File: config.mk
export PLATFORM = sky130hd
export DESIGN_NAME = rail_sequencer
export DESIGN_NICKNAME = d
export VERILOG_FILES = /design/src/core/rail_seq_pkg.sv /design/src/core/rail_sequencer.sv /design/src/core/pin_sync.sv
export SDC_FILE = /design/constraint.sdc
export NUM_CORES = 1
export LEC_CHECK = 0
export ABC_CLOCK_PERIOD_IN_PS = 7700
export BUFFER_PORTS_ARGS = -buffer_cell sky130_fd_sc_hd__buf_2
export CORE_MARGIN = 3
export CORE_UTILIZATION = 50
export CTS_CLUSTER_SIZE = 20
export DETAILED_ROUTE_END_ITERATION = 12
export PLACE_DENSITY = 0.73
export SETUP_SLACK_MARGIN = 0.02
export SYNTH_ARGS = -nofsm -noshare
export SYNTH_HDL_FRONTEND = slang
export SYNTH_SLANG_ARGS = --single-unit
export TNS_END_PERCENT = 10
File: constraint.sdc
create_clock -name ref_clk -period 7.7 [get_ports ref_clk]
set_clock_uncertainty 0.2 [all_clocks]
set_input_delay 0.385 -clock ref_clk [delete_from_list [all_inputs] [get_ports ref_clk]]
set_output_delay 0.385 -clock ref_clk [all_outputs]
set_load 0.1 [all_outputs]
File: src/core/rail_seq_pkg.sv
package rail_seq_pkg;

  // ****************************************************************
  // bus geometry
  // ****************************************************************
  localparam int AXI_ADDR_W = 8;
  localparam int IDX_W      = AXI_ADDR_W - 2;

  // register indices, byte address is four times the index
  localparam logic [IDX_W-1:0] IDX_CFG0 = 6'h00;
  localparam logic [IDX_W-1:0] IDX_CFG1 = 6'h01;
  localparam logic [IDX_W-1:0] IDX_CFG2 = 6'h02;
  localparam logic [IDX_W-1:0] IDX_CMD  = 6'h04;
  localparam logic [IDX_W-1:0] IDX_STAT = 6'h05;

  localparam logic [1:0] RESP_OKAY   = 2'h0;
  localparam logic [1:0] RESP_SLVERR = 2'h2;

  // ****************************************************************
  // field positions
  // ****************************************************************
  localparam int ORDER_LSB  = 0;
  localparam int DISCH_BIT  = 2;
  localparam int IRMP_LSB   = 3;
  localparam int VPLUS_BIT  = 5;
  localparam int LOCK_BIT   = 6;
  localparam int RSVD2_BIT  = 7;

  localparam int CMD_PROG   = 7;
  localparam int CMD_CF     = 6;
  localparam int CMD_RST    = 5;
  localparam int CMD_SWITCHES_OFF  = 4;

  localparam int ST_SHUTDOWN_N_PIN    = 0;
  localparam int ST_LOCKED  = 1;
  localparam int ST_DONE    = 2;
  localparam int ST_POS_EN  = 3;
  localparam int ST_NEG_EN  = 4;
  localparam int ST_DISCH   = 5;

  // power-up order codes
  localparam logic [1:0] ORDER_OFF  = 2'h0;
  localparam logic [1:0] ORDER_NEG  = 2'h1;
  localparam logic [1:0] ORDER_POS  = 2'h2;
  localparam logic [1:0] ORDER_BOTH = 2'h3;

  // reset values
  localparam logic [7:0] CFG_RST = 8'h00;
  localparam logic [2:0] SEL_RST = 3'h0;

  // ****************************************************************
  // timing
  // ****************************************************************
  localparam int CLK_PERIOD_NS   = 100;
  localparam int START_DELAY_NS  = 64000;
  localparam int START_DELAY_CYC = (START_DELAY_NS + CLK_PERIOD_NS - 1) / CLK_PERIOD_NS;
  localparam int START_CNT_W     = 10;

  typedef enum {
    S_OFF, S_WAKE, S_HALT, S_IDLE, S_FIRST, S_SECOND, S_REG, S_DISCH
  } seq_state_t;

endpackage

File: src/core/rail_sequencer.sv
`timescale 1ns/10ps
// Functional notes
// - order 00: both rails stay off
// - 01 negative first, 10 positive first
// - order 11 starts both rails together
// - second rail waits for first near target
// - pin rise takes order from nonvolatile byte
// - switches off halts; clear restarts, selected order
// - discharge disabled: pin fall shuts down immediately
// - discharge: off, currents on, wait low, down
// - locked: nonvolatile config only, selects ignored
// - locked: config reads return nonvolatile bytes
// - locked programming: no change, fault set
// - lock is bit 6 of third byte
// - lock bit reads true nonvolatile state
// - programming ORs only selected volatile bytes into nonvolatile
// - select bit: run from volatile, mark byte
// - stop may follow program back to back
// - select bit picks read source per byte
// - fault cleared by reset or clear-fault write
module rail_sequencer
  import rail_seq_pkg::*;
#(
  parameter logic [2:0][7:0] NV_INIT = 24'h00_0000
) (
  input  wire logic                  ref_clk,
  input  wire logic                  arst_n,
  input  wire logic [AXI_ADDR_W-1:0] awaddr,
  input  wire logic                  awvalid,
  output logic                       awready,
  input  wire logic [31:0]           wdata,
  input  wire logic [3:0]            wstrb,
  input  wire logic                  wvalid,
  output logic                       wready,
  output logic [1:0]                 bresp,
  output logic                       bvalid,
  input  wire logic                  bready,
  input  wire logic [AXI_ADDR_W-1:0] araddr,
  input  wire logic                  arvalid,
  output logic                       arready,
  output logic [31:0]                rdata,
  output logic [1:0]                 rresp,
  output logic                       rvalid,
  input  wire logic                  rready,
  input  wire logic                  shutdown_n_pin,
  input  wire logic                  pos_near,
  input  wire logic                  neg_near,
  input  wire logic                  pos_reg,
  input  wire logic                  neg_reg,
  input  wire logic                  pos_low,
  input  wire logic                  neg_low,
  input  wire logic                  vpp_ok,
  output logic                       pos_rail_en_r,
  output logic                       neg_rail_en_r,
  output logic                       ramp_hold_pos_r,
  output logic                       ramp_hold_neg_r,
  output logic                       discharge_en_r,
  output logic                       seq_done_r,
  output logic [7:0]                 pos_code_r,
  output logic [7:0]                 neg_code_r,
  output logic [1:0]                 ramp_current_r,
  output logic                       pos_fine_r
);

  // ****************************************************************
  // reset release and pin synchronisers
  // ****************************************************************
  logic       rst_meta_r;
  logic       rst_n;
  logic [7:0] pins_s;
  logic       shutdown_n_pin_s, pos_near_s, neg_near_s, pos_reg_s, neg_reg_s;
  logic       pos_low_s, neg_low_s, vpp_ok_s;

  // reset enters asynchronously, released on the clock
  always_ff @(posedge ref_clk or negedge arst_n) begin
    if (!arst_n) begin
      rst_meta_r <= 1'b0;
      rst_n      <= 1'b0;
    end else begin
      rst_meta_r <= 1'b1;
      rst_n      <= rst_meta_r;
    end
  end

  pin_sync #(.W(8)) u_pin_sync (
    .clk   (ref_clk),
    .rst_n (rst_n),
    .d     ({vpp_ok, neg_low, pos_low, neg_reg, pos_reg, neg_near, pos_near, shutdown_n_pin}),
    .q     (pins_s)
  );

  assign {vpp_ok_s, neg_low_s, pos_low_s, neg_reg_s, pos_reg_s, neg_near_s, pos_near_s, shutdown_n_pin_s} = pins_s;

  // ****************************************************************
  // configuration storage
  // ****************************************************************
  logic [2:0][7:0] vol_r;
  logic [2:0][7:0] nv_r;
  logic [2:0][7:0] act;
  logic [2:0]      sel_r;
  logic [2:0]      eff_sel;
  logic            locked;
  logic            prog_start_r;
  logic            switches_off_r;
  logic            fault_r;
  logic            prog_pulse;
  logic            prog_ok;

  assign locked  = nv_r[2][LOCK_BIT];
  assign eff_sel = locked ? SEL_RST : sel_r;

  // running configuration follows the select bits at once
  always_comb begin
    for (int i = 0; i < 3; i++) begin
      act[i] = eff_sel[i] ? vol_r[i] : nv_r[i];
    end
  end

  // ****************************************************************
  // bus slave
  // ****************************************************************
  logic [AXI_ADDR_W-1:0] aw_addr_r;
  logic                  aw_hold_r, w_hold_r;
  logic [7:0]            w_byte_r;
  logic                  w_lane_r;
  logic                  wr_do, wr_hit, rd_take;
  logic [IDX_W-1:0]      wr_idx, rd_idx;
  logic                  wr_cmd;
  seq_state_t            state, state_nxt;

  function automatic logic reg_known(input logic [IDX_W-1:0] idx);
    reg_known = (idx == IDX_CFG0) || (idx == IDX_CFG1) || (idx == IDX_CFG2) ||
                (idx == IDX_CMD) || (idx == IDX_STAT);
  endfunction

  // read source per byte, lock bit always from the fuse copy
  function automatic logic [7:0] cfg_view(input int i);
    logic [7:0] v;
    v = eff_sel[i] ? vol_r[i] : nv_r[i];
    if (i == 2) begin
      v[LOCK_BIT] = locked;
    end
    cfg_view = v;
  endfunction

  assign wr_do   = aw_hold_r && w_hold_r && !bvalid;
  assign wr_idx  = aw_addr_r[AXI_ADDR_W-1:2];
  assign wr_hit  = reg_known(wr_idx);
  assign wr_cmd  = wr_do && w_lane_r && (wr_idx == IDX_CMD);
  assign rd_take = arvalid && arready;
  assign rd_idx  = araddr[AXI_ADDR_W-1:2];

  // write address and data taken in either order
  always_ff @(posedge ref_clk or negedge rst_n) begin
    if (!rst_n) begin
      awready   <= 1'b1;
      wready    <= 1'b1;
      aw_hold_r <= 1'b0;
      w_hold_r  <= 1'b0;
      aw_addr_r <= '0;
      w_byte_r  <= CFG_RST;
      w_lane_r  <= 1'b0;
      bvalid    <= 1'b0;
      bresp     <= RESP_OKAY;
    end else begin
      if (awvalid && awready) begin
        aw_addr_r <= awaddr;
        aw_hold_r <= 1'b1;
        awready   <= 1'b0;
      end
      if (wvalid && wready) begin
        w_byte_r <= wdata[7:0];
        w_lane_r <= wstrb[0];
        w_hold_r <= 1'b1;
        wready   <= 1'b0;
      end
      if (wr_do) begin
        aw_hold_r <= 1'b0;
        w_hold_r  <= 1'b0;
        bvalid    <= 1'b1;
        bresp     <= wr_hit ? RESP_OKAY : RESP_SLVERR;
      end
      if (bvalid && bready) begin
        bvalid  <= 1'b0;
        awready <= 1'b1;
        wready  <= 1'b1;
      end
    end
  end

  // read channel, one cycle from address to data
  always_ff @(posedge ref_clk or negedge rst_n) begin
    if (!rst_n) begin
      arready <= 1'b1;
      rvalid  <= 1'b0;
      rdata   <= 32'h0000_0000;
      rresp   <= RESP_OKAY;
    end else if (rd_take) begin
      arready <= 1'b0;
      rvalid  <= 1'b1;
      rresp   <= reg_known(rd_idx) ? RESP_OKAY : RESP_SLVERR;
      rdata   <= 32'h0000_0000;
      if (rd_idx == IDX_CFG0) begin
        rdata[7:0] <= cfg_view(0);
      end else if (rd_idx == IDX_CFG1) begin
        rdata[7:0] <= cfg_view(1);
      end else if (rd_idx == IDX_CFG2) begin
        rdata[7:0] <= cfg_view(2);
      end else if (rd_idx == IDX_CMD) begin
        rdata[7:0] <= {prog_start_r, fault_r, 1'b0, switches_off_r, 1'b0, sel_r};
      end else if (rd_idx == IDX_STAT) begin
        rdata[ST_SHUTDOWN_N_PIN]   <= shutdown_n_pin_s;
        rdata[ST_LOCKED] <= locked;
        rdata[ST_DONE]   <= seq_done_r;
        rdata[ST_POS_EN] <= pos_rail_en_r;
        rdata[ST_NEG_EN] <= neg_rail_en_r;
        rdata[ST_DISCH]  <= discharge_en_r;
      end
    end else if (rvalid && rready) begin
      rvalid  <= 1'b0;
      arready <= 1'b1;
    end
  end

  // ****************************************************************
  // volatile bytes and command register
  // ****************************************************************
  always_ff @(posedge ref_clk or negedge rst_n) begin
    if (!rst_n) begin
      vol_r <= '0;
    end else if (wr_do && w_lane_r) begin
      if (wr_idx == IDX_CFG0) begin
        vol_r[0] <= w_byte_r;
      end else if (wr_idx == IDX_CFG1) begin
        vol_r[1] <= w_byte_r;
      end else if (wr_idx == IDX_CFG2) begin
        vol_r[2] <= {1'b0, w_byte_r[RSVD2_BIT-1:0]};
      end
    end
  end

  // program starts on a rising start bit; stop may come next
  assign prog_pulse = wr_cmd && !w_byte_r[CMD_RST] && w_byte_r[CMD_PROG] && !prog_start_r;
  assign prog_ok    = prog_pulse && !locked && vpp_ok_s;

  always_ff @(posedge ref_clk or negedge rst_n) begin
    if (!rst_n) begin
      prog_start_r <= 1'b0;
      switches_off_r      <= 1'b0;
      sel_r        <= SEL_RST;
    end else if (wr_cmd) begin
      if (w_byte_r[CMD_RST]) begin
        prog_start_r <= 1'b0;
        switches_off_r      <= 1'b0;
        sel_r        <= SEL_RST;
      end else begin
        prog_start_r <= w_byte_r[CMD_PROG];
        switches_off_r      <= w_byte_r[CMD_SWITCHES_OFF];
        sel_r        <= w_byte_r[2:0];
      end
    end
  end

  // fault flag, a new fault wins over a clear
  always_ff @(posedge ref_clk or negedge rst_n) begin
    if (!rst_n) begin
      fault_r <= 1'b0;
    end else if (prog_pulse && !prog_ok) begin
      fault_r <= 1'b1;
    end else if (wr_cmd && (w_byte_r[CMD_CF] || w_byte_r[CMD_RST])) begin
      fault_r <= 1'b0;
    end
  end

  // fuse bytes only gain ones, selected bytes only
  always_ff @(posedge ref_clk or negedge rst_n) begin
    if (!rst_n) begin
      nv_r <= NV_INIT;
    end else if (prog_ok) begin
      for (int i = 0; i < 3; i++) begin
        if (sel_r[i]) begin
          nv_r[i] <= nv_r[i] | vol_r[i];
        end
      end
    end
  end

  // ****************************************************************
  // power sequencing
  // ****************************************************************
  logic [1:0]             order_r, order_nxt;
  logic                   disch_r;
  logic [START_CNT_W-1:0] wake_cnt_r;
  logic                   wake_done;

  function automatic seq_state_t dispatch(input logic [1:0] ord);
    if (ord == ORDER_OFF) begin
      dispatch = S_IDLE;
    end else if (ord == ORDER_BOTH) begin
      dispatch = S_SECOND;
    end else begin
      dispatch = S_FIRST;
    end
  endfunction

  assign wake_done = (wake_cnt_r == START_CNT_W'(START_DELAY_CYC - 1));

  // order source: fuse byte on pin rise, running byte on restart
  always_comb begin
    order_nxt = order_r;
    if (shutdown_n_pin_s && state == S_OFF) begin
      order_nxt = nv_r[2][ORDER_LSB +: 2];
    end else if (shutdown_n_pin_s && state == S_HALT && !switches_off_r) begin
      order_nxt = act[2][ORDER_LSB +: 2];
    end
  end

  always_ff @(posedge ref_clk or negedge rst_n) begin
    if (!rst_n) begin
      order_r <= ORDER_OFF;
      disch_r <= 1'b0;
    end else begin
      order_r <= order_nxt;
      if (shutdown_n_pin_s && state == S_OFF) begin
        disch_r <= nv_r[2][DISCH_BIT];
      end else if (shutdown_n_pin_s && state == S_HALT && !switches_off_r) begin
        disch_r <= act[2][DISCH_BIT];
      end
    end
  end

  always_ff @(posedge ref_clk or negedge rst_n) begin
    if (!rst_n) begin
      wake_cnt_r <= '0;
    end else if (state == S_WAKE) begin
      wake_cnt_r <= wake_cnt_r + 1'b1;
    end else begin
      wake_cnt_r <= '0;
    end
  end

  always_comb begin
    state_nxt = state;
    if (!shutdown_n_pin_s) begin
      if (state == S_DISCH) begin
        state_nxt = (pos_low_s && neg_low_s) ? S_OFF : S_DISCH;
      end else if (state != S_OFF) begin
        state_nxt = disch_r ? S_DISCH : S_OFF;
      end
    end else begin
      case (state)
        S_OFF:    state_nxt = S_WAKE;
        S_WAKE:   state_nxt = !wake_done ? S_WAKE : (switches_off_r ? S_HALT : dispatch(order_r));
        S_HALT:   state_nxt = switches_off_r ? S_HALT : dispatch(order_nxt);
        S_IDLE:   state_nxt = switches_off_r ? S_HALT : S_IDLE;
        S_FIRST: begin
          if (switches_off_r) begin
            state_nxt = S_HALT;
          end else if ((order_r == ORDER_NEG) ? neg_near_s : pos_near_s) begin
            state_nxt = S_SECOND;
          end
        end
        S_SECOND: state_nxt = switches_off_r ? S_HALT : ((pos_reg_s && neg_reg_s) ? S_REG : S_SECOND);
        S_REG:    state_nxt = switches_off_r ? S_HALT : S_REG;
        S_DISCH:  state_nxt = (pos_low_s && neg_low_s) ? S_OFF : S_DISCH;
        default:  state_nxt = S_OFF;
      endcase
    end
  end

  // state and the rail outputs move together
  always_ff @(posedge ref_clk or negedge rst_n) begin
    if (!rst_n) begin
      state           <= S_OFF;
      pos_rail_en_r   <= 1'b0;
      neg_rail_en_r   <= 1'b0;
      ramp_hold_pos_r <= 1'b1;
      ramp_hold_neg_r <= 1'b1;
      discharge_en_r  <= 1'b0;
      seq_done_r      <= 1'b0;
    end else begin
      state           <= state_nxt;
      pos_rail_en_r   <= (state_nxt == S_SECOND) || (state_nxt == S_REG) ||
                         (state_nxt == S_FIRST && order_nxt == ORDER_POS);
      neg_rail_en_r   <= (state_nxt == S_SECOND) || (state_nxt == S_REG) ||
                         (state_nxt == S_FIRST && order_nxt == ORDER_NEG);
      ramp_hold_pos_r <= !((state_nxt == S_SECOND) || (state_nxt == S_REG) ||
                           (state_nxt == S_FIRST && order_nxt == ORDER_POS));
      ramp_hold_neg_r <= !((state_nxt == S_SECOND) || (state_nxt == S_REG) ||
                           (state_nxt == S_FIRST && order_nxt == ORDER_NEG));
      discharge_en_r  <= (state_nxt == S_DISCH);
      seq_done_r      <= (state_nxt == S_REG);
    end
  end

  // analog trim codes from the running configuration
  always_ff @(posedge ref_clk or negedge rst_n) begin
    if (!rst_n) begin
      pos_code_r     <= CFG_RST;
      neg_code_r     <= CFG_RST;
      ramp_current_r <= 2'h0;
      pos_fine_r     <= 1'b0;
    end else begin
      pos_code_r     <= act[0];
      neg_code_r     <= act[1];
      ramp_current_r <= act[2][IRMP_LSB +: 2];
      pos_fine_r     <= act[2][VPLUS_BIT];
    end
  end

  // ****************************************************************
  // checks
  // ****************************************************************
  a_order_zero_off: assert property (
    @(posedge ref_clk) disable iff (!rst_n)
    (state == S_IDLE) |-> (!pos_rail_en_r && !neg_rail_en_r)) else $error("rails on with order 00");

  a_neg_first_only: assert property (
    @(posedge ref_clk) disable iff (!rst_n)
    (state == S_FIRST && order_r == ORDER_NEG) |-> (neg_rail_en_r && !pos_rail_en_r))
    else $error("negative-first order broken");

  a_both_start_same: assert property (
    @(posedge ref_clk) disable iff (!rst_n)
    ($rose(pos_rail_en_r) && order_r == ORDER_BOTH) |-> $rose(neg_rail_en_r))
    else $error("rails did not start together");

  a_second_waits_near: assert property (
    @(posedge ref_clk) disable iff (!rst_n)
    (state == S_FIRST && order_r == ORDER_POS && !pos_near_s && shutdown_n_pin_s && !switches_off_r) |=> !neg_rail_en_r)
    else $error("second rail started early");

  a_wake_uses_fuse: assert property (
    @(posedge ref_clk) disable iff (!rst_n)
    (state == S_OFF && shutdown_n_pin_s) |=> (state == S_WAKE && order_r == $past(nv_r[2][1:0])))
    else $error("wake order not from fuse byte");

  a_switches_off_halts: assert property (
    @(posedge ref_clk) disable iff (!rst_n)
    switches_off_r |=> (!pos_rail_en_r && !neg_rail_en_r)) else $error("switches off did not stop rails");

  a_fast_shutdown: assert property (
    @(posedge ref_clk) disable iff (!rst_n)
    ($fell(shutdown_n_pin_s) && !disch_r) |=> (state == S_OFF && !discharge_en_r))
    else $error("no immediate shutdown");

  a_discharge_waits: assert property (
    @(posedge ref_clk) disable iff (!rst_n)
    (state == S_DISCH && !shutdown_n_pin_s && !(pos_low_s && neg_low_s)) |=> (discharge_en_r && state == S_DISCH))
    else $error("discharge ended early");

  a_locked_no_prog: assert property (
    @(posedge ref_clk) disable iff (!rst_n)
    (prog_pulse && locked) |=> (fault_r && nv_r == $past(nv_r)))
    else $error("locked fuse changed or no fault");

  a_locked_read_nv: assert property (
    @(posedge ref_clk) disable iff (!rst_n)
    (rd_take && locked && rd_idx == IDX_CFG1) |=> (rdata[7:0] == nv_r[1]))
    else $error("locked read not from fuse");

endmodule

File: src/core/pin_sync.sv
`timescale 1ns/10ps
module pin_sync #(
  parameter int W = 1
) (
  input  wire logic         clk,
  input  wire logic         rst_n,
  input  wire logic [W-1:0] d,
  output logic      [W-1:0] q
);

  logic [W-1:0] meta_r;

  // two-stage synchroniser, first stage feeds only the second
  always_ff @(posedge clk or negedge rst_n) begin
    if (!rst_n) begin
      meta_r <= '0;
      q      <= '0;
    end else begin
      meta_r <= d;
      q      <= meta_r;
    end
  end

endmodule

==> flow_metrics.env <==
export IMPL_status="completed"
export IMPL_power_density_nw_per_um2=331
export IMPL_first_pass_iters=5
export IMPL_dp_hpwl_mm=9.65
export IMPL_path_max_fanout=10
export IMPL_netlist_top_cells_area="dfrtp_1 (60%), mux2_2 (8.2%), a21o_1 (2.8%), buf_4 (2.8%), dfstp_2 (1.9%)"
export IMPL_grt_start_max_net_pins=68
export IMPL_worstPathArrival_ns=4.04
export IMPL_final_hold_violation_count=0
export IMPL_synth_seq_cells=172
export IMPL_whs_path_depth=2
export IMPL_rsz0062_at_grt="false"
export IMPL_fin_hold_ws_ns=0.0148
export IMPL_cts_buffers=17
export IMPL_endpoint_kind="register"
export IMPL_crit_chain="nor4_1 > nand4_1 > nor2_4 > nand2_1 > nor4_2 > a22oi_1 > ha_1 > nand2b_1 > a21oi_1 > o32a_2 > o2111ai_4 > o2111a_1 > o31a_1"
export IMPL_drt_iter0_drc=294
export IMPL_min_period_ns=3.89
export IMPL_area_growth_pct=20.6
export IMPL_critPathRequiredTime_ns=7.85
export IMPL_synth_area_um2=7000
export IMPL_final_max_slew_viol_count=0
export IMPL_vias=4576
export IMPL_p_leak_nw=4.25
export IMPL_rr_endpoint="neg_rail_en_r"
export IMPL_clk_latency_ns=0.42
export IMPL_yosysTopAreaCell="dfrtp_1"
export IMPL_clock_path_buffers=2
export IMPL_tightest_slew_ns=0.797
export IMPL_synth_top_area_share_pct=59.7
export IMPL_core_um2=13500
export IMPL_fin_area_um2=8440
export IMPL_synth_edf_count=0
export IMPL_die_w_um=124
export IMPL_timing_final_crit_share_pct=50.5
export IMPL_timing_setup_tns_ns=0
export IMPL_min_to="w_byte_r[4]"
export IMPL_yosysWarnings=0
export IMPL_crit_path_start_kind="register"
export IMPL_finalSetupViolations=0
export IMPL_r2r_setup_slack_ns=3.81
export IMPL_die_h_um=124
export IMPL_ctsResizeCount=0
export IMPL_peakVddDrop_mv=0.235
export IMPL_port_buffers=75
export IMPL_cts_root_buffer="clkbuf_16"
export IMPL_vias_per_cell=5.26
export IMPL_r2r_start="state[5]"
export IMPL_critPathLaunch="state[5]"
export IMPL_grt_pass1_vias=4612
export IMPL_rr_worst_depth=13
export IMPL_cts_tree="built"
export IMPL_final_util_pct=62.7
export IMPL_grt_overflow_total=0
export IMPL_die_area_um2=15400
export IMPL_grt_util_all_layers_pct=18.8
export IMPL_routedWlPerCell_um=15.9
export IMPL_diodes=0
export IMPL_cp_slowest_stage_delay_ns=0.38
export IMPL_max_cap_viol_count=0
export IMPL_cts_num_sinks=172
export IMPL_worstSetupPathType="reg2reg"
export IMPL_async_flop_share_pct=100
export IMPL_ant_nets=0
export IMPL_netlist_instances=547
export IMPL_fmax_ghz=0.257
export IMPL_final_nets=756
export IMPL_io_pins=133
export IMPL_avgSynthCellArea_um2=12.8
export IMPL_yosysSeqAreaShare_pct=61.6
export IMPL_cts_setup_buffers=0
export IMPL_place_congestion=0.832
export IMPL_postPlaceCellArea_um2=7540
export IMPL_core_rowCount=42
export IMPL_totalWireLength_mm=13.8
export IMPL_clkTransAtPathRegs_ns=0.06
export IMPL_min_delay_start="wdata[4]"
export IMPL_cts_max_level=4
export IMPL_hold_class="in2reg"
export IMPL_synth_cell_types=63
export IMPL_antenna_found_initial=0
export IMPL_drive_gt1_share_pct=25.9
export IMPL_slowest_stage="o32a_2"
export IMPL_nFillCells=1054
export IMPL_drc_errors=0
export IMPL_grt_pass1_wl_mm=23.2
export IMPL_hold_buffers=28
export IMPL_max_slew_margin_rel_pct=46.8
export IMPL_yosysMostFrequentCell="dfrtp_1"
export IMPL_synth_top_cells_by_count="dfrtp_1 (167), mux2_2 (51), nand2_1 (34), a21o_1 (26), buf_4 (26)"
export IMPL_power_mw=2.80
export IMPL_synth_top_flop_cell="dfrtp_1"
export IMPL_start_util_pct=52.0
## layout by cell type, fill, tap and decap left out, types with 5 or more instances in the layout
cell type | Yosys | layout
xor2_1 | 6 | 6
a21o_1 | 26 | 26
buf_2 | 4 | 75
clkbuf_16 | 0 | 17
dlygate4sd3_1 | 0 | 28
o21ai_0 | 19 | 19
nand2_1 | 34 | 34
inv_1 | 19 | 19
nand4_1 | 8 | 8
mux2_2 | 51 | 51
a31oi_1 | 6 | 6
nand3_1 | 12 | 12
nor2b_1 | 10 | 10
mux2i_1 | 7 | 7
nor2_1 | 25 | 25
a22o_1 | 5 | 5
nand2b_1 | 5 | 5
o22ai_1 | 6 | 6
dfrtp_1 | 167 | 166
a21oi_1 | 10 | 10
ha_1 | 6 | 6
nor4_1 | 8 | 8
a211oi_1 | 5 | 5
conb_1 | 2 | 56
dfstp_2 | 5 | 5
nor3_1 | 5 | 5
## worst max path at each step
| stage | end | cells past startpoint |
|---|---|---|
| 6_report | neg_rail_en_r | 13 |
| 5_1_grt | neg_rail_en_r | 13 |
| 4_1_cts | neg_rail_en_r | 13 |
| 3_5_place_dp | neg_rail_en_r | 13 |
| 3_3_place_gp | pos_rail_en_r | 13 |
| 2_1_floorplan | aw_addr_r[2] | 0 |
## flip-flops by register name, indices dropped and copies added, names as in the netlist, 3 cells and up
signal and flops:
state 32, vol_r 23, nv_r 22, wake_cnt_r 10
neg_code_r 8, pos_code_r 8, rdata 8, u_pin_sync.meta_r 8
u_pin_sync.q 8, w_byte_r 8, aw_addr_r 6, sel_r 3
## per-stage QoR
stage | setup WS, ns | std cells
2_1_floorplan | 2.36 | 601
3_3_place_gp | 3.90 | 812
3_5_place_dp | 3.84 | 812
4_1_cts | 3.78 | 870
5_1_grt | 3.46 | 870
6_report | 3.81 | 870
## critical path: cells and delay by family (launching register included)
family	cells	cell delay, ns
AND/OR/NAND/NOR	6	1.57
adder cells (fa/ha/maj)	1	0.33
AO/OA/AOI/OAI	6	1.35
flip-flops	1	0.36
## cell families (layout without fill, tap and decap cells)
kind of cell,count (synthesis),count (layout),share of synthesized area (%)
other,2,56,0.107
buffers and inverters,61,154,4.95
AND/OR/NAND/NOR,137,137,11.0
adder cells (fa/ha/maj),6,6,1.07
flip-flops,172,172,61.6
XOR/XNOR,8,8,1.00
AO/OA/AOI/OAI,103,103,11.1
multiplexers,58,58,9.21
## cell type report
cell class                 count  area, µm²  area share, %
inverter                      19       71.3          0.845
multi-input combinational    368       2540           30.1
sequential                   172       4310           51.1
timing repair buffer         105        671           7.95
clock buffer                  20        457           5.41
clock inverter                10        164           1.94
tap                          176        220           2.61
## per-layer routing
metal  GRT usage (%)  vias up  wire [µm]
met5               0        -          0
met4            5.67        0        111
met3            4.85       11        876
met2            28.9      157       6680
met1            26.5     2274       6150
li1                -     2134          -
## power breakdown
| part | leakage [nW] | switching (mW) | internal [mW] |
|---|---|---|---|
| logic | 1.74 | 0.534 | 0.178 |
| clock network | 0.303 | 0.330 | 0.558 |
| registers | 2.21 | 0.145 | 1.05 |
| total | 4.25 | 1.01 | 1.79 |
No activity file was read; power rests on OpenSTA's default activity.
